<file path="src/uwt_map.svh">
`ifndef UWT_MAP_SVH
`define UWT_MAP_SVH
// Register byte offsets
`define UWT_ADDR_SERIAL_CONTROL  8'h00
`define UWT_ADDR_TX_DATA         8'h04
`define UWT_ADDR_RX_BUFFER       8'h08
`define UWT_ADDR_TIMER_CONTROL   8'h0c
`define UWT_ADDR_COUNTER         8'h10
`define UWT_ADDR_CAPTURE_RELOAD  8'h14
// Serial control fields
`define UWT_SC_MODE_BIT0    0
`define UWT_SC_MODE_BIT1    1
`define UWT_SC_DOUBLING     2
`define UWT_SC_TX_BAUD_SEL  3
`define UWT_SC_RX_BAUD_SEL  4
`define UWT_SC_RX_ENABLE    5
`define UWT_SC_TX_DONE      6
`define UWT_SC_RX_DONE      7
`define UWT_SC_RX_BIT8      8
`define UWT_SC_TX_BIT8      9
`define UWT_SC_TX_BUSY      10
// Reload timer control fields
`define UWT_TC_RUN          0
`define UWT_TC_CAPTURE_SEL  1
`define UWT_TC_EXT_ENABLE   2
`define UWT_TC_DIR_ENABLE   3
`define UWT_TC_OVF_FLAG     4
`define UWT_TC_EXT_FLAG     5
`define UWT_TC_COUNT_PIN    6
// Reset values and counts
`define UWT_SC_RESET        6'h00
`define UWT_TC_RESET        4'h0
`define UWT_COUNT_RESET     16'h0000
`define UWT_COUNT_MAX       16'hffff
`define UWT_DIV_TIMER       4'hb
`define UWT_SUB_LAST        4'hf
`define UWT_SUB_MID         4'h7
`define UWT_BITS_MODE1      4'h9
`define UWT_BITS_MODE9      4'ha
`define UWT_DATA_MODE1      4'h7
`define UWT_DATA_MODE9      4'h8
`endif

</file>
<file path="src/uwt_pkg.sv">
package uwt_pkg;
  typedef enum logic [1:0] {RX_IDLE, RX_START, RX_DATA, RX_STOP} uwt_rx_state_type;
  typedef logic [1:0] uwt_mode_type;
endpackage

</file>
<file path="src/uwt_uart_timer.sv">
// Summary of operation
// - Reload timer is a 16-bit up/down counter split into high and low bytes; here it is one 16-bit register at one offset.
// - Baud select set means baud generator; else capture or auto-reload; run clear stops.
// - Auto-reload reloads on overflow, and on trigger-pin falling edge when enabled.
// - Capture mode counts up; trigger falling edge copies count into capture register.
// - Reload and capture count at clock/12; count pin limited to clock/24.
// - Baud generator counts at clock/2, no overflow flag; trigger edge sets extra flag.
// - Transmitter and receiver run at the same time, independently.
// - A received byte is buffered while the next one is being received.
// - Mode bits: 00 reserved, 01/10/11 select modes 1, 2 and 3.
// - Mode 1 uses 10-bit frames with 8 data bits, variable rate.
// - Mode 2 uses 11-bit frames with 9 data bits.
// - Mode 3 uses the 11-bit frame with timer-derived baud rate.
// - Baud clock is 16 times bit rate; divided by 16 internally.
// - Modes 1 and 3 pick transmit and receive baud sources separately.
// - Baud select 0: Timer 1 overflow times 2^doubling over 32.
// - Baud select 1: reload timer overflow times 2^doubling over 32.
// - Mode 2 bit rate is clock/64, or clock/32 with doubling set.
//
// Added by the designer: register access over Wishbone and the placing of the registers.
`timescale 1ns/1ns
`include "uwt_map.svh"
module uwt_uart_timer (
  input  wire logic        mclk,
  input  wire logic        rst_b,
  input  wire logic        wb_cyc_i,
  input  wire logic        wb_stb_i,
  input  wire logic        wb_we_i,
  input  wire logic [7:0]  wb_adr_i,
  input  wire logic [3:0]  wb_sel_i,
  input  wire logic [31:0] wb_dat_i,
  output logic      [31:0] wb_dat_o,
  output logic             wb_ack_o,
  input  wire logic        rxd,
  output logic             txd,
  input  wire logic        external_trigger_pin,
  input  wire logic        external_count_pin,
  input  wire logic        timer1Overflow,
  output logic             reloadTimerOverflow
);
  import uwt_pkg::*;

  logic [1:0]  rstSync_reg;
  logic        rstN;
  always_ff @(posedge mclk or negedge rst_b)
  begin
    if (!rst_b)
      rstSync_reg <= 2'b00;
    else
      rstSync_reg <= {rstSync_reg[0], 1'b1};
  end
  assign rstN = rstSync_reg[1];

  // Bus access decode
  logic        busReq;
  logic        busWr;
  assign busReq = wb_cyc_i & wb_stb_i & ~wb_ack_o;
  assign busWr  = busReq & wb_we_i & wb_sel_i[0];

  function automatic logic hit(input logic [7:0] adr, input logic [7:0] off);
    hit = (adr == off);
  endfunction

  // Configuration and flags
  logic [5:0]  sc_reg, sc_next;
  logic [3:0]  tc_reg, tc_next;
  logic        txDone_reg, txDone_next, rxDone_reg, rxDone_next;
  logic        ovfFlag_reg, ovfFlag_next, extFlag_reg, extFlag_next;
  logic [15:0] count_reg, count_next, reload_reg, reload_next;
  logic [3:0]  pre_reg, pre_next;
  logic        trigPrev_reg, cntPinSample_reg, cntPinSample_next;
  logic        half_reg, half_next;
  logic [31:0] rdata_next;
  logic        ack_next;

  uwt_mode_type mode;
  logic        doubling, baudMode, txSel, rxSel, runBit, capSel, extEn, dirEn;
  assign mode     = {sc_reg[`UWT_SC_MODE_BIT1], sc_reg[`UWT_SC_MODE_BIT0]};
  assign doubling = sc_reg[`UWT_SC_DOUBLING];
  assign txSel    = sc_reg[`UWT_SC_TX_BAUD_SEL];
  assign rxSel    = sc_reg[`UWT_SC_RX_BAUD_SEL];
  assign baudMode = txSel | rxSel;
  assign runBit   = tc_reg[`UWT_TC_RUN];
  assign capSel   = tc_reg[`UWT_TC_CAPTURE_SEL];
  assign extEn    = tc_reg[`UWT_TC_EXT_ENABLE];
  assign dirEn    = tc_reg[`UWT_TC_DIR_ENABLE];

  // Count pin select lives in the timer control word above the flags
  logic        cntPinSel_reg, cntPinSel_next;

  // Timer tick sources
  logic        preTick, trigFall, pinFall, timerTick, up, ovf;
  assign preTick  = (pre_reg == `UWT_DIV_TIMER);
  assign trigFall = trigPrev_reg & ~external_trigger_pin;
  // Pin sampled once per twelve clocks, so a fall needs two samples: clock/24 at most
  assign pinFall  = preTick & cntPinSample_reg & ~external_count_pin;

  always_comb
  begin
    timerTick = 1'b0;
    up        = 1'b1;
    if (runBit)
    begin
      if (baudMode)
        timerTick = half_reg;
      else if (cntPinSel_reg)
        timerTick = pinFall;
      else
        timerTick = preTick;
      if (!baudMode && !capSel && dirEn)
        up = external_trigger_pin;
    end
  end

  assign ovf = timerTick & (up ? (count_reg == `UWT_COUNT_MAX) : (count_reg == reload_reg));
  assign reloadTimerOverflow = ovf;

  // Serial baud ticks, index 0 transmit, index 1 receive
  logic [1:0]  srcTick, tick16, halfDir_reg, halfDir_next;
  logic [1:0]  dirSel;
  assign dirSel = {rxSel, txSel};
  genvar d;
  generate
    for (d = 0; d < 2; d++)
    begin : g_baud
      always_comb
      begin
        if (mode == 2'b10)
          srcTick[d] = half_reg;
        else
          srcTick[d] = dirSel[d] ? ovf : timer1Overflow;
        halfDir_next[d] = halfDir_reg[d] ^ srcTick[d];
        tick16[d] = srcTick[d] & (doubling | halfDir_reg[d]);
      end
    end
  endgenerate

  // Transmitter
  logic [10:0] txShift_reg, txShift_next;
  logic [3:0]  txBits_reg, txBits_next, txSub_reg, txSub_next;
  logic        txBusy_reg, txBusy_next, txd_next, txBit8_reg, txBit8_next;
  logic        nineBit, txStart, txFrameEnd;
  assign nineBit = mode[1];
  assign txStart = busWr & hit(wb_adr_i, `UWT_ADDR_TX_DATA) & ~txBusy_reg & (mode != 2'b00);
  assign txFrameEnd = txBusy_reg & tick16[0] & (txSub_reg == `UWT_SUB_LAST)
                      & (txBits_reg == (nineBit ? `UWT_BITS_MODE9 : `UWT_BITS_MODE1));

  always_comb
  begin
    txShift_next = txShift_reg;
    txBits_next  = txBits_reg;
    txSub_next   = txSub_reg;
    txBusy_next  = txBusy_reg;
    txd_next     = txd;
    if (txStart)
    begin
      txShift_next = {1'b1, nineBit ? txBit8_reg : 1'b1, wb_dat_i[7:0], 1'b0};
      txBits_next  = 4'h0;
      txSub_next   = 4'h0;
      txBusy_next  = 1'b1;
      txd_next     = 1'b0;
    end
    else if (txBusy_reg && tick16[0])
    begin
      txSub_next = txSub_reg + 4'h1;
      if (txSub_reg == `UWT_SUB_LAST)
      begin
        txShift_next = {1'b1, txShift_reg[10:1]};
        txBits_next  = txBits_reg + 4'h1;
        txd_next     = txShift_reg[1];
        if (txFrameEnd)
        begin
          txBusy_next = 1'b0;
          txd_next    = 1'b1;
        end
      end
    end
  end

  // Receiver
  uwt_rx_state_type rxState_reg, rxState_next;
  logic [8:0]  rxShift_reg, rxShift_next, rxBuf_reg, rxBuf_next;
  logic [3:0]  rxSub_reg, rxSub_next, rxCnt_reg, rxCnt_next;
  logic        rxFrameDone;

  always_comb
  begin
    rxState_next = rxState_reg;
    rxShift_next = rxShift_reg;
    rxSub_next   = rxSub_reg;
    rxCnt_next   = rxCnt_reg;
    rxBuf_next   = rxBuf_reg;
    rxFrameDone  = 1'b0;
    if (mode == 2'b00 || !sc_reg[`UWT_SC_RX_ENABLE])
      rxState_next = RX_IDLE;
    else if (tick16[1])
    begin
      rxSub_next = rxSub_reg + 4'h1;
      case (rxState_reg)
        RX_IDLE:
        begin
          rxSub_next = 4'h0;
          if (!rxd)
            rxState_next = RX_START;
        end
        RX_START:
          if (rxSub_reg == `UWT_SUB_MID)
          begin
            // Centre sample rejects glitches shorter than half a bit
            rxState_next = rxd ? RX_IDLE : RX_DATA;
            rxSub_next   = 4'h0;
            rxCnt_next   = 4'h0;
          end
        RX_DATA:
          if (rxSub_reg == `UWT_SUB_LAST)
          begin
            rxShift_next = {rxd, rxShift_reg[8:1]};
            rxCnt_next   = rxCnt_reg + 4'h1;
            if (rxCnt_reg == (nineBit ? `UWT_DATA_MODE9 : `UWT_DATA_MODE1))
              rxState_next = RX_STOP;
          end
        RX_STOP:
          if (rxSub_reg == `UWT_SUB_LAST)
          begin
            rxState_next = RX_IDLE;
            if (rxd)
            begin
              // Buffer written only at frame end, so the previous byte stays readable
              rxBuf_next  = nineBit ? rxShift_reg : {rxd, rxShift_reg[8:1]};
              rxFrameDone = 1'b1;
            end
          end
        default:
          rxState_next = RX_IDLE;
      endcase
    end
  end

  // Timer, flags, configuration and bus answer
  always_comb
  begin
    sc_next = sc_reg;
    tc_next = tc_reg;
    cntPinSel_next = cntPinSel_reg;
    txBit8_next = txBit8_reg;
    count_next = count_reg;
    reload_next = reload_reg;
    pre_next = preTick ? 4'h0 : pre_reg + 4'h1;
    half_next = ~half_reg;
    cntPinSample_next = preTick ? external_count_pin : cntPinSample_reg;
    txDone_next = txDone_reg;
    rxDone_next = rxDone_reg;
    ovfFlag_next = ovfFlag_reg;
    extFlag_next = extFlag_reg;
    rdata_next = 32'h0;
    ack_next = busReq;
    if (busWr)
    begin
      if (hit(wb_adr_i, `UWT_ADDR_SERIAL_CONTROL))
      begin
        sc_next = wb_dat_i[5:0];
        txBit8_next = wb_dat_i[`UWT_SC_TX_BIT8];
        txDone_next = txDone_reg & ~wb_dat_i[`UWT_SC_TX_DONE];
        rxDone_next = rxDone_reg & ~wb_dat_i[`UWT_SC_RX_DONE];
      end
      else if (hit(wb_adr_i, `UWT_ADDR_TIMER_CONTROL))
      begin
        tc_next = wb_dat_i[3:0];
        cntPinSel_next = wb_dat_i[`UWT_TC_COUNT_PIN];
        ovfFlag_next = ovfFlag_reg & ~wb_dat_i[`UWT_TC_OVF_FLAG];
        extFlag_next = extFlag_reg & ~wb_dat_i[`UWT_TC_EXT_FLAG];
      end
      else if (hit(wb_adr_i, `UWT_ADDR_COUNTER))
        count_next = wb_dat_i[15:0];
      else if (hit(wb_adr_i, `UWT_ADDR_CAPTURE_RELOAD))
        reload_next = wb_dat_i[15:0];
    end
    // Hardware events after software clears: a set in the clear cycle wins
    if (txFrameEnd)
      txDone_next = 1'b1;
    if (rxFrameDone)
      rxDone_next = 1'b1;
    if (timerTick)
    begin
      if (ovf)
      begin
        count_next = up ? reload_reg : `UWT_COUNT_MAX;
        if (!baudMode)
          ovfFlag_next = 1'b1;
      end
      else
        count_next = up ? count_reg + 16'h1 : count_reg - 16'h1;
    end
    if (runBit && extEn && trigFall)
    begin
      extFlag_next = 1'b1;
      if (!baudMode && capSel)
        reload_next = count_reg;
      else if (!baudMode && !dirEn)
        count_next = reload_reg;
    end
    if (busReq && !wb_we_i)
    begin
      if (hit(wb_adr_i, `UWT_ADDR_SERIAL_CONTROL))
        rdata_next = {21'h0, txBusy_reg, txBit8_reg, rxBuf_reg[8], rxDone_reg, txDone_reg, sc_reg};
      else if (hit(wb_adr_i, `UWT_ADDR_TX_DATA))
        rdata_next = {31'h0, txBusy_reg};
      else if (hit(wb_adr_i, `UWT_ADDR_RX_BUFFER))
        rdata_next = {23'h0, rxBuf_reg};
      else if (hit(wb_adr_i, `UWT_ADDR_TIMER_CONTROL))
        rdata_next = {25'h0, cntPinSel_reg, extFlag_reg, ovfFlag_reg, tc_reg};
      else if (hit(wb_adr_i, `UWT_ADDR_COUNTER))
        rdata_next = {16'h0, count_reg};
      else if (hit(wb_adr_i, `UWT_ADDR_CAPTURE_RELOAD))
        rdata_next = {16'h0, reload_reg};
    end
  end

  always_ff @(posedge mclk or negedge rstN)
  begin
    if (!rstN)
    begin
      sc_reg <= `UWT_SC_RESET;
      tc_reg <= `UWT_TC_RESET;
      cntPinSel_reg <= 1'b0;
      txBit8_reg <= 1'b0;
      count_reg <= `UWT_COUNT_RESET;
      reload_reg <= `UWT_COUNT_RESET;
      pre_reg <= 4'h0;
      half_reg <= 1'b0;
      halfDir_reg <= 2'b00;
      trigPrev_reg <= 1'b1;
      cntPinSample_reg <= 1'b1;
      txDone_reg <= 1'b0;
      rxDone_reg <= 1'b0;
      ovfFlag_reg <= 1'b0;
      extFlag_reg <= 1'b0;
      wb_dat_o <= 32'h0;
      wb_ack_o <= 1'b0;
      txShift_reg <= 11'h7ff;
      txBits_reg <= 4'h0;
      txSub_reg <= 4'h0;
      txBusy_reg <= 1'b0;
      txd <= 1'b1;
      rxState_reg <= RX_IDLE;
      rxShift_reg <= 9'h0;
      rxSub_reg <= 4'h0;
      rxCnt_reg <= 4'h0;
      rxBuf_reg <= 9'h0;
    end
    else
    begin
      sc_reg <= sc_next;
      tc_reg <= tc_next;
      cntPinSel_reg <= cntPinSel_next;
      txBit8_reg <= txBit8_next;
      count_reg <= count_next;
      reload_reg <= reload_next;
      pre_reg <= pre_next;
      half_reg <= half_next;
      halfDir_reg <= halfDir_next;
      trigPrev_reg <= external_trigger_pin;
      cntPinSample_reg <= cntPinSample_next;
      txDone_reg <= txDone_next;
      rxDone_reg <= rxDone_next;
      ovfFlag_reg <= ovfFlag_next;
      extFlag_reg <= extFlag_next;
      wb_dat_o <= rdata_next;
      wb_ack_o <= ack_next;
      txShift_reg <= txShift_next;
      txBits_reg <= txBits_next;
      txSub_reg <= txSub_next;
      txBusy_reg <= txBusy_next;
      txd <= txd_next;
      rxState_reg <= rxState_next;
      rxShift_reg <= rxShift_next;
      rxSub_reg <= rxSub_next;
      rxCnt_reg <= rxCnt_next;
      rxBuf_reg <= rxBuf_next;
    end
  end
endmodule

</file>
<file path="config.mk">
export PLATFORM = sky130hd
export DESIGN_NAME = uwt_uart_timer
export DESIGN_NICKNAME = d
export VERILOG_FILES = /design/src/uwt_pkg.sv /design/src/uwt_uart_timer.sv
export VERILOG_INCLUDE_DIRS = /design/src
export SDC_FILE = /design/constraint.sdc
export NUM_CORES = 1
export LEC_CHECK = 0
export BUFFER_PORTS_ARGS = -buffer_cell sky130_fd_sc_hd__clkbuf_2
export CAP_MARGIN = 30
export CORE_MARGIN = 8
export CORE_UTILIZATION = 59
export DETAILED_ROUTE_END_ITERATION = 7
export PLACE_DENSITY = 0.86
export SKIP_CTS_REPAIR_TIMING = 1
export SYNTH_ARGS = -nofsm -noshare
export SYNTH_HDL_FRONTEND = slang
export SYNTH_SLANG_ARGS = --single-unit
</file>
<file path="constraint.sdc">
create_clock -name mclk -period 4.4 [get_ports mclk]
set_input_delay 0.44 -clock mclk [delete_from_list [all_inputs] [get_ports mclk]]
set_output_delay 0.44 -clock mclk [all_outputs]
set_load 0.01 [all_outputs]
</file>
==> impl_summary.md <==
Timing
For this run, the top clock speed supported by timing is 261 MHz. For the pin with the worst max-slew slack, the measured transition is 0.821 ns. The number of max-slew violations in the final report was 0. The final critical-path setup slack is 0.573 ns. In the final timing run, aggregate negative setup slack is 0 ns. Setup violations remaining at the end of the flow were counted as 0. The final-report hold violation count is 0. The maximum clock skew at final layout is 0.0102 ns. Dividing the final minimum period by the clock period gives 0.870. The max-slew headroom at the worst pin is 0.453. Setup repair after global routing left no endpoint under its margin. The routed design could run at a clock period as short as 3.83 ns.

Power and ir drop
The worst IR drop on VDD is 0.000263 V. Summed over all cells, the static leakage comes to 4.09 nW. The power density relative to cell area is 337 nW/um2.

Route
The first-iteration detailed-routing DRC count is 693. After detailed routing, the average wire length per cell comes to 19.2 um. The routed via count divided by cell count is 6.40. The count of TritonRoute iterations in the first routing pass is 7.

The total wire length after detailed routing is 19.7 mm. In the routed design, unresolved DRC markers number 0. The routed layout has 6555 vias.

The count of nets left with antenna violations once routing finished came out at 0.

Critical path
The arrival time at the worst endpoint is 3.39 ns. The reg2reg setup slack is 0.63 ns. For the worst setup path, the data required time is 3.96 ns. The worst setup path is launched from a register. The critical path is of the reg -> out type.

The top fanout value on the critical path is 23. The type of destination of the critical path is an output pin. The worst flop-to-flop path startpoint is sc_reg[4].

The worst register-to-register path ends at txShift_reg[2]. The worst register-to-register path has a depth of 10.

Run status
The flow ran to the end, and the final reports show no timing, DRC or antenna violations.

Run
The max-capacitance violation count is 0.

Cells and area
The library cell used most frequently in the layout, excluding fill and tap cells, is dfrtp_1. The fraction of layout instances using a drive strength above 1 is 0.198. The library cells used most frequently in the layout, excluding fill and tap cells, are dfrtp_1, nor2_1, nand2_1, a21oi_1, clkbuf_2.

The area overhead of the layout relative to synthesis is 14.0%. The repair_antennas step left the layout with diodes totalling 0. The net count of the finished layout is 912.

The final cell utilization of the core is 0.683.

Clock network
The buffer type at the clock tree root is clkbuf_16. The TritonCTS clock tree is yes. Clock-pin slew was measured on the worst setup and hold paths at 0.06 ns. The total clock buffers created by CTS is 17.

Clock tree synthesis found a total of 123 sinks. The number of H-tree levels is 4. The longest clock path from root to sink contains 2 buffers. The clock insertion delay at the later pin of the skew report is 0.43 ns.

Logic synthesis
The count of different cell masters after synthesis is 76. The cell area that synthesis handed to floorplanning was 7500 um2. Of the synthesized area, sequential elements account for 0.413. The yosys synthesis warning count is 0. Counting every instance in the synthesized netlist gives 793.

The synthesized design contains 123 register bits. Averaged over all synthesized cells, the footprint is 9.45 um2. The most used flip-flop cell after synthesis is dfrtp_1.

The post-synthesis async set-or-reset flop share is 1.00. Counting flops with a built-in enable in the synthesized netlist gives 0.

Hold path
Counting instances, the worst hold path has a depth of 1. The worst hold path begins at external_trigger_pin. The worst hold path class is in -> reg. The path with the worst hold slack has its endpoint at trigPrev_reg.

Place
The routability-driven placement congestion ratio is 0.962. At the placement stage, the worst setup path has a slack of 0.625 ns. After legalization and detailed placement, the total HPWL measured 13.4 mm. The count of buffers added on input and output ports is 52.

Die
Measured along the x axis, the die boundary spans 129 um. Row generation in the floorplan step produced 41 rows. The number of top-level design ports is 88. The floorplan step defined a die boundary enclosing 16600 um2.

The core box area is 12500 um2. The starting density of the core is 0.599. The floorplan die height is 129 um.

Global routing
The first-pass GRT wire length is 32.1 mm. The total global-route track usage is 0.244. The number of global-route vias before repair is 6376. The number of antenna violations at the first check in global routing is 0. The pin count of the biggest net entering global routing is 55. After global routing the overflow that remains totals 0.
==> cell type report <==
cell class,count,area (um2)
Fill cell,910,3970
Tap cell,172,215
Inverter,29,109
Sequential cell,123,3100
Clock buffer,20,457
Multi-Input combinational cell,603,4090
Clock inverter,12,211
Timing Repair Buffer,65,368
==> cell families (layout without fill, tap and decap cells) <==
kind of cell,Yosys count,after routing,synth area share
buffers and inverters,82,126,0.0502
AOI/OAI and AO/OA,204,204,0.178
and+or+nand+nor,246,246,0.161
other,2,17,0.00100
muxes,94,94,0.137
xor gates and xnor gates,22,22,0.0257
adders and majority gates,20,20,0.0344
DFF,123,123,0.413
==> worst max-delay path by stage <==
| stage | from | end | slack [ns] |
|---|---|---|---|
| floorplan | rstSync_reg[1] | cntPinSel_reg | 0.74 |
| global placement | external_trigger_pin | rxShift_reg[1] | 0.67 |
| detailed placement | external_trigger_pin | txShift_reg[2] | 0.63 |
| CTS | tc_reg[1] | reloadTimerOverflow | 0.63 |
| global route | tc_reg[1] | count_reg[15] | 0.36 |
| finish | sc_reg[4] | reloadTimerOverflow | 0.57 |
==> Yosys cell counts (all sizes together), types with 7 or more instances <==
| library cell | count | area, um2 |
|---|---|---|
| mux2 | 43 | 518 |
| nor3 | 18 | 113 |
| dfrtp | 111 | 2780 |
| nor2 | 81 | 309 |
| xnor2 | 12 | 105 |
| a21oi | 55 | 275 |
| nand2b | 9 | 56.3 |
| buf | 26 | 166 |
| o21ai | 53 | 269 |
| nand2 | 66 | 250 |
| ha | 19 | 238 |
| nor4 | 7 | 58.8 |
| or3 | 7 | 43.8 |
| dfstp | 12 | 315 |
| nand3 | 26 | 130 |
| a31oi | 7 | 43.8 |
| a22oi | 14 | 105 |
| xor2 | 10 | 87.6 |
| a22o | 10 | 87.6 |
| o21a | 7 | 52.6 |
| mux2i | 51 | 510 |
| inv | 29 | 109 |
| o31ai | 9 | 67.6 |
| clkbuf | 27 | 101 |
==> critical path, cell delays in order, from the launching register on <==
cell,delay [ns]
dfrtp_1,0.47
nor2_2,0.44
nand2_2,0.22
inv_2,0.38
a32oi_1,0.18
or4_1,0.56
nor4_1,0.47
clkbuf_2,0.22
==> metal layers <==
layer | share of wire | GRT usage | wire (um) | vias up
met3 | 0.086 | 0.0612 | 1690 | 70
li1 | - | - | - | 2968
met4 | 0.037 | 0.125 | 719 | 0
met5 | 0 | 0 | 0 | -
met1 | 0.41 | 0.301 | 7980 | 3150
met2 | 0.47 | 0.390 | 9290 | 367
==> metrics by stage <==
stage	cells	instance area [um2]	total power, mW	hold WS [ns]
2_1_floorplan	808	7550	1.28	0.144
4_1_cts	1023	8540	2.89	-0.223
5_1_grt	1024	8550	2.96	0.133
6_report	1024	8550	2.88	0.145
3_3_place_gp	990	7860	1.31	0.226
3_5_place_dp	991	7870	1.32	0.228
==> power breakdown <==
part	internal [mW]	switching, mW
logic	0.0438	0.0786
registers	1.15	0.0309
clock network	1.04	0.534
total	2.24	0.643
No activity file was read; power rests on OpenSTA's default activity.
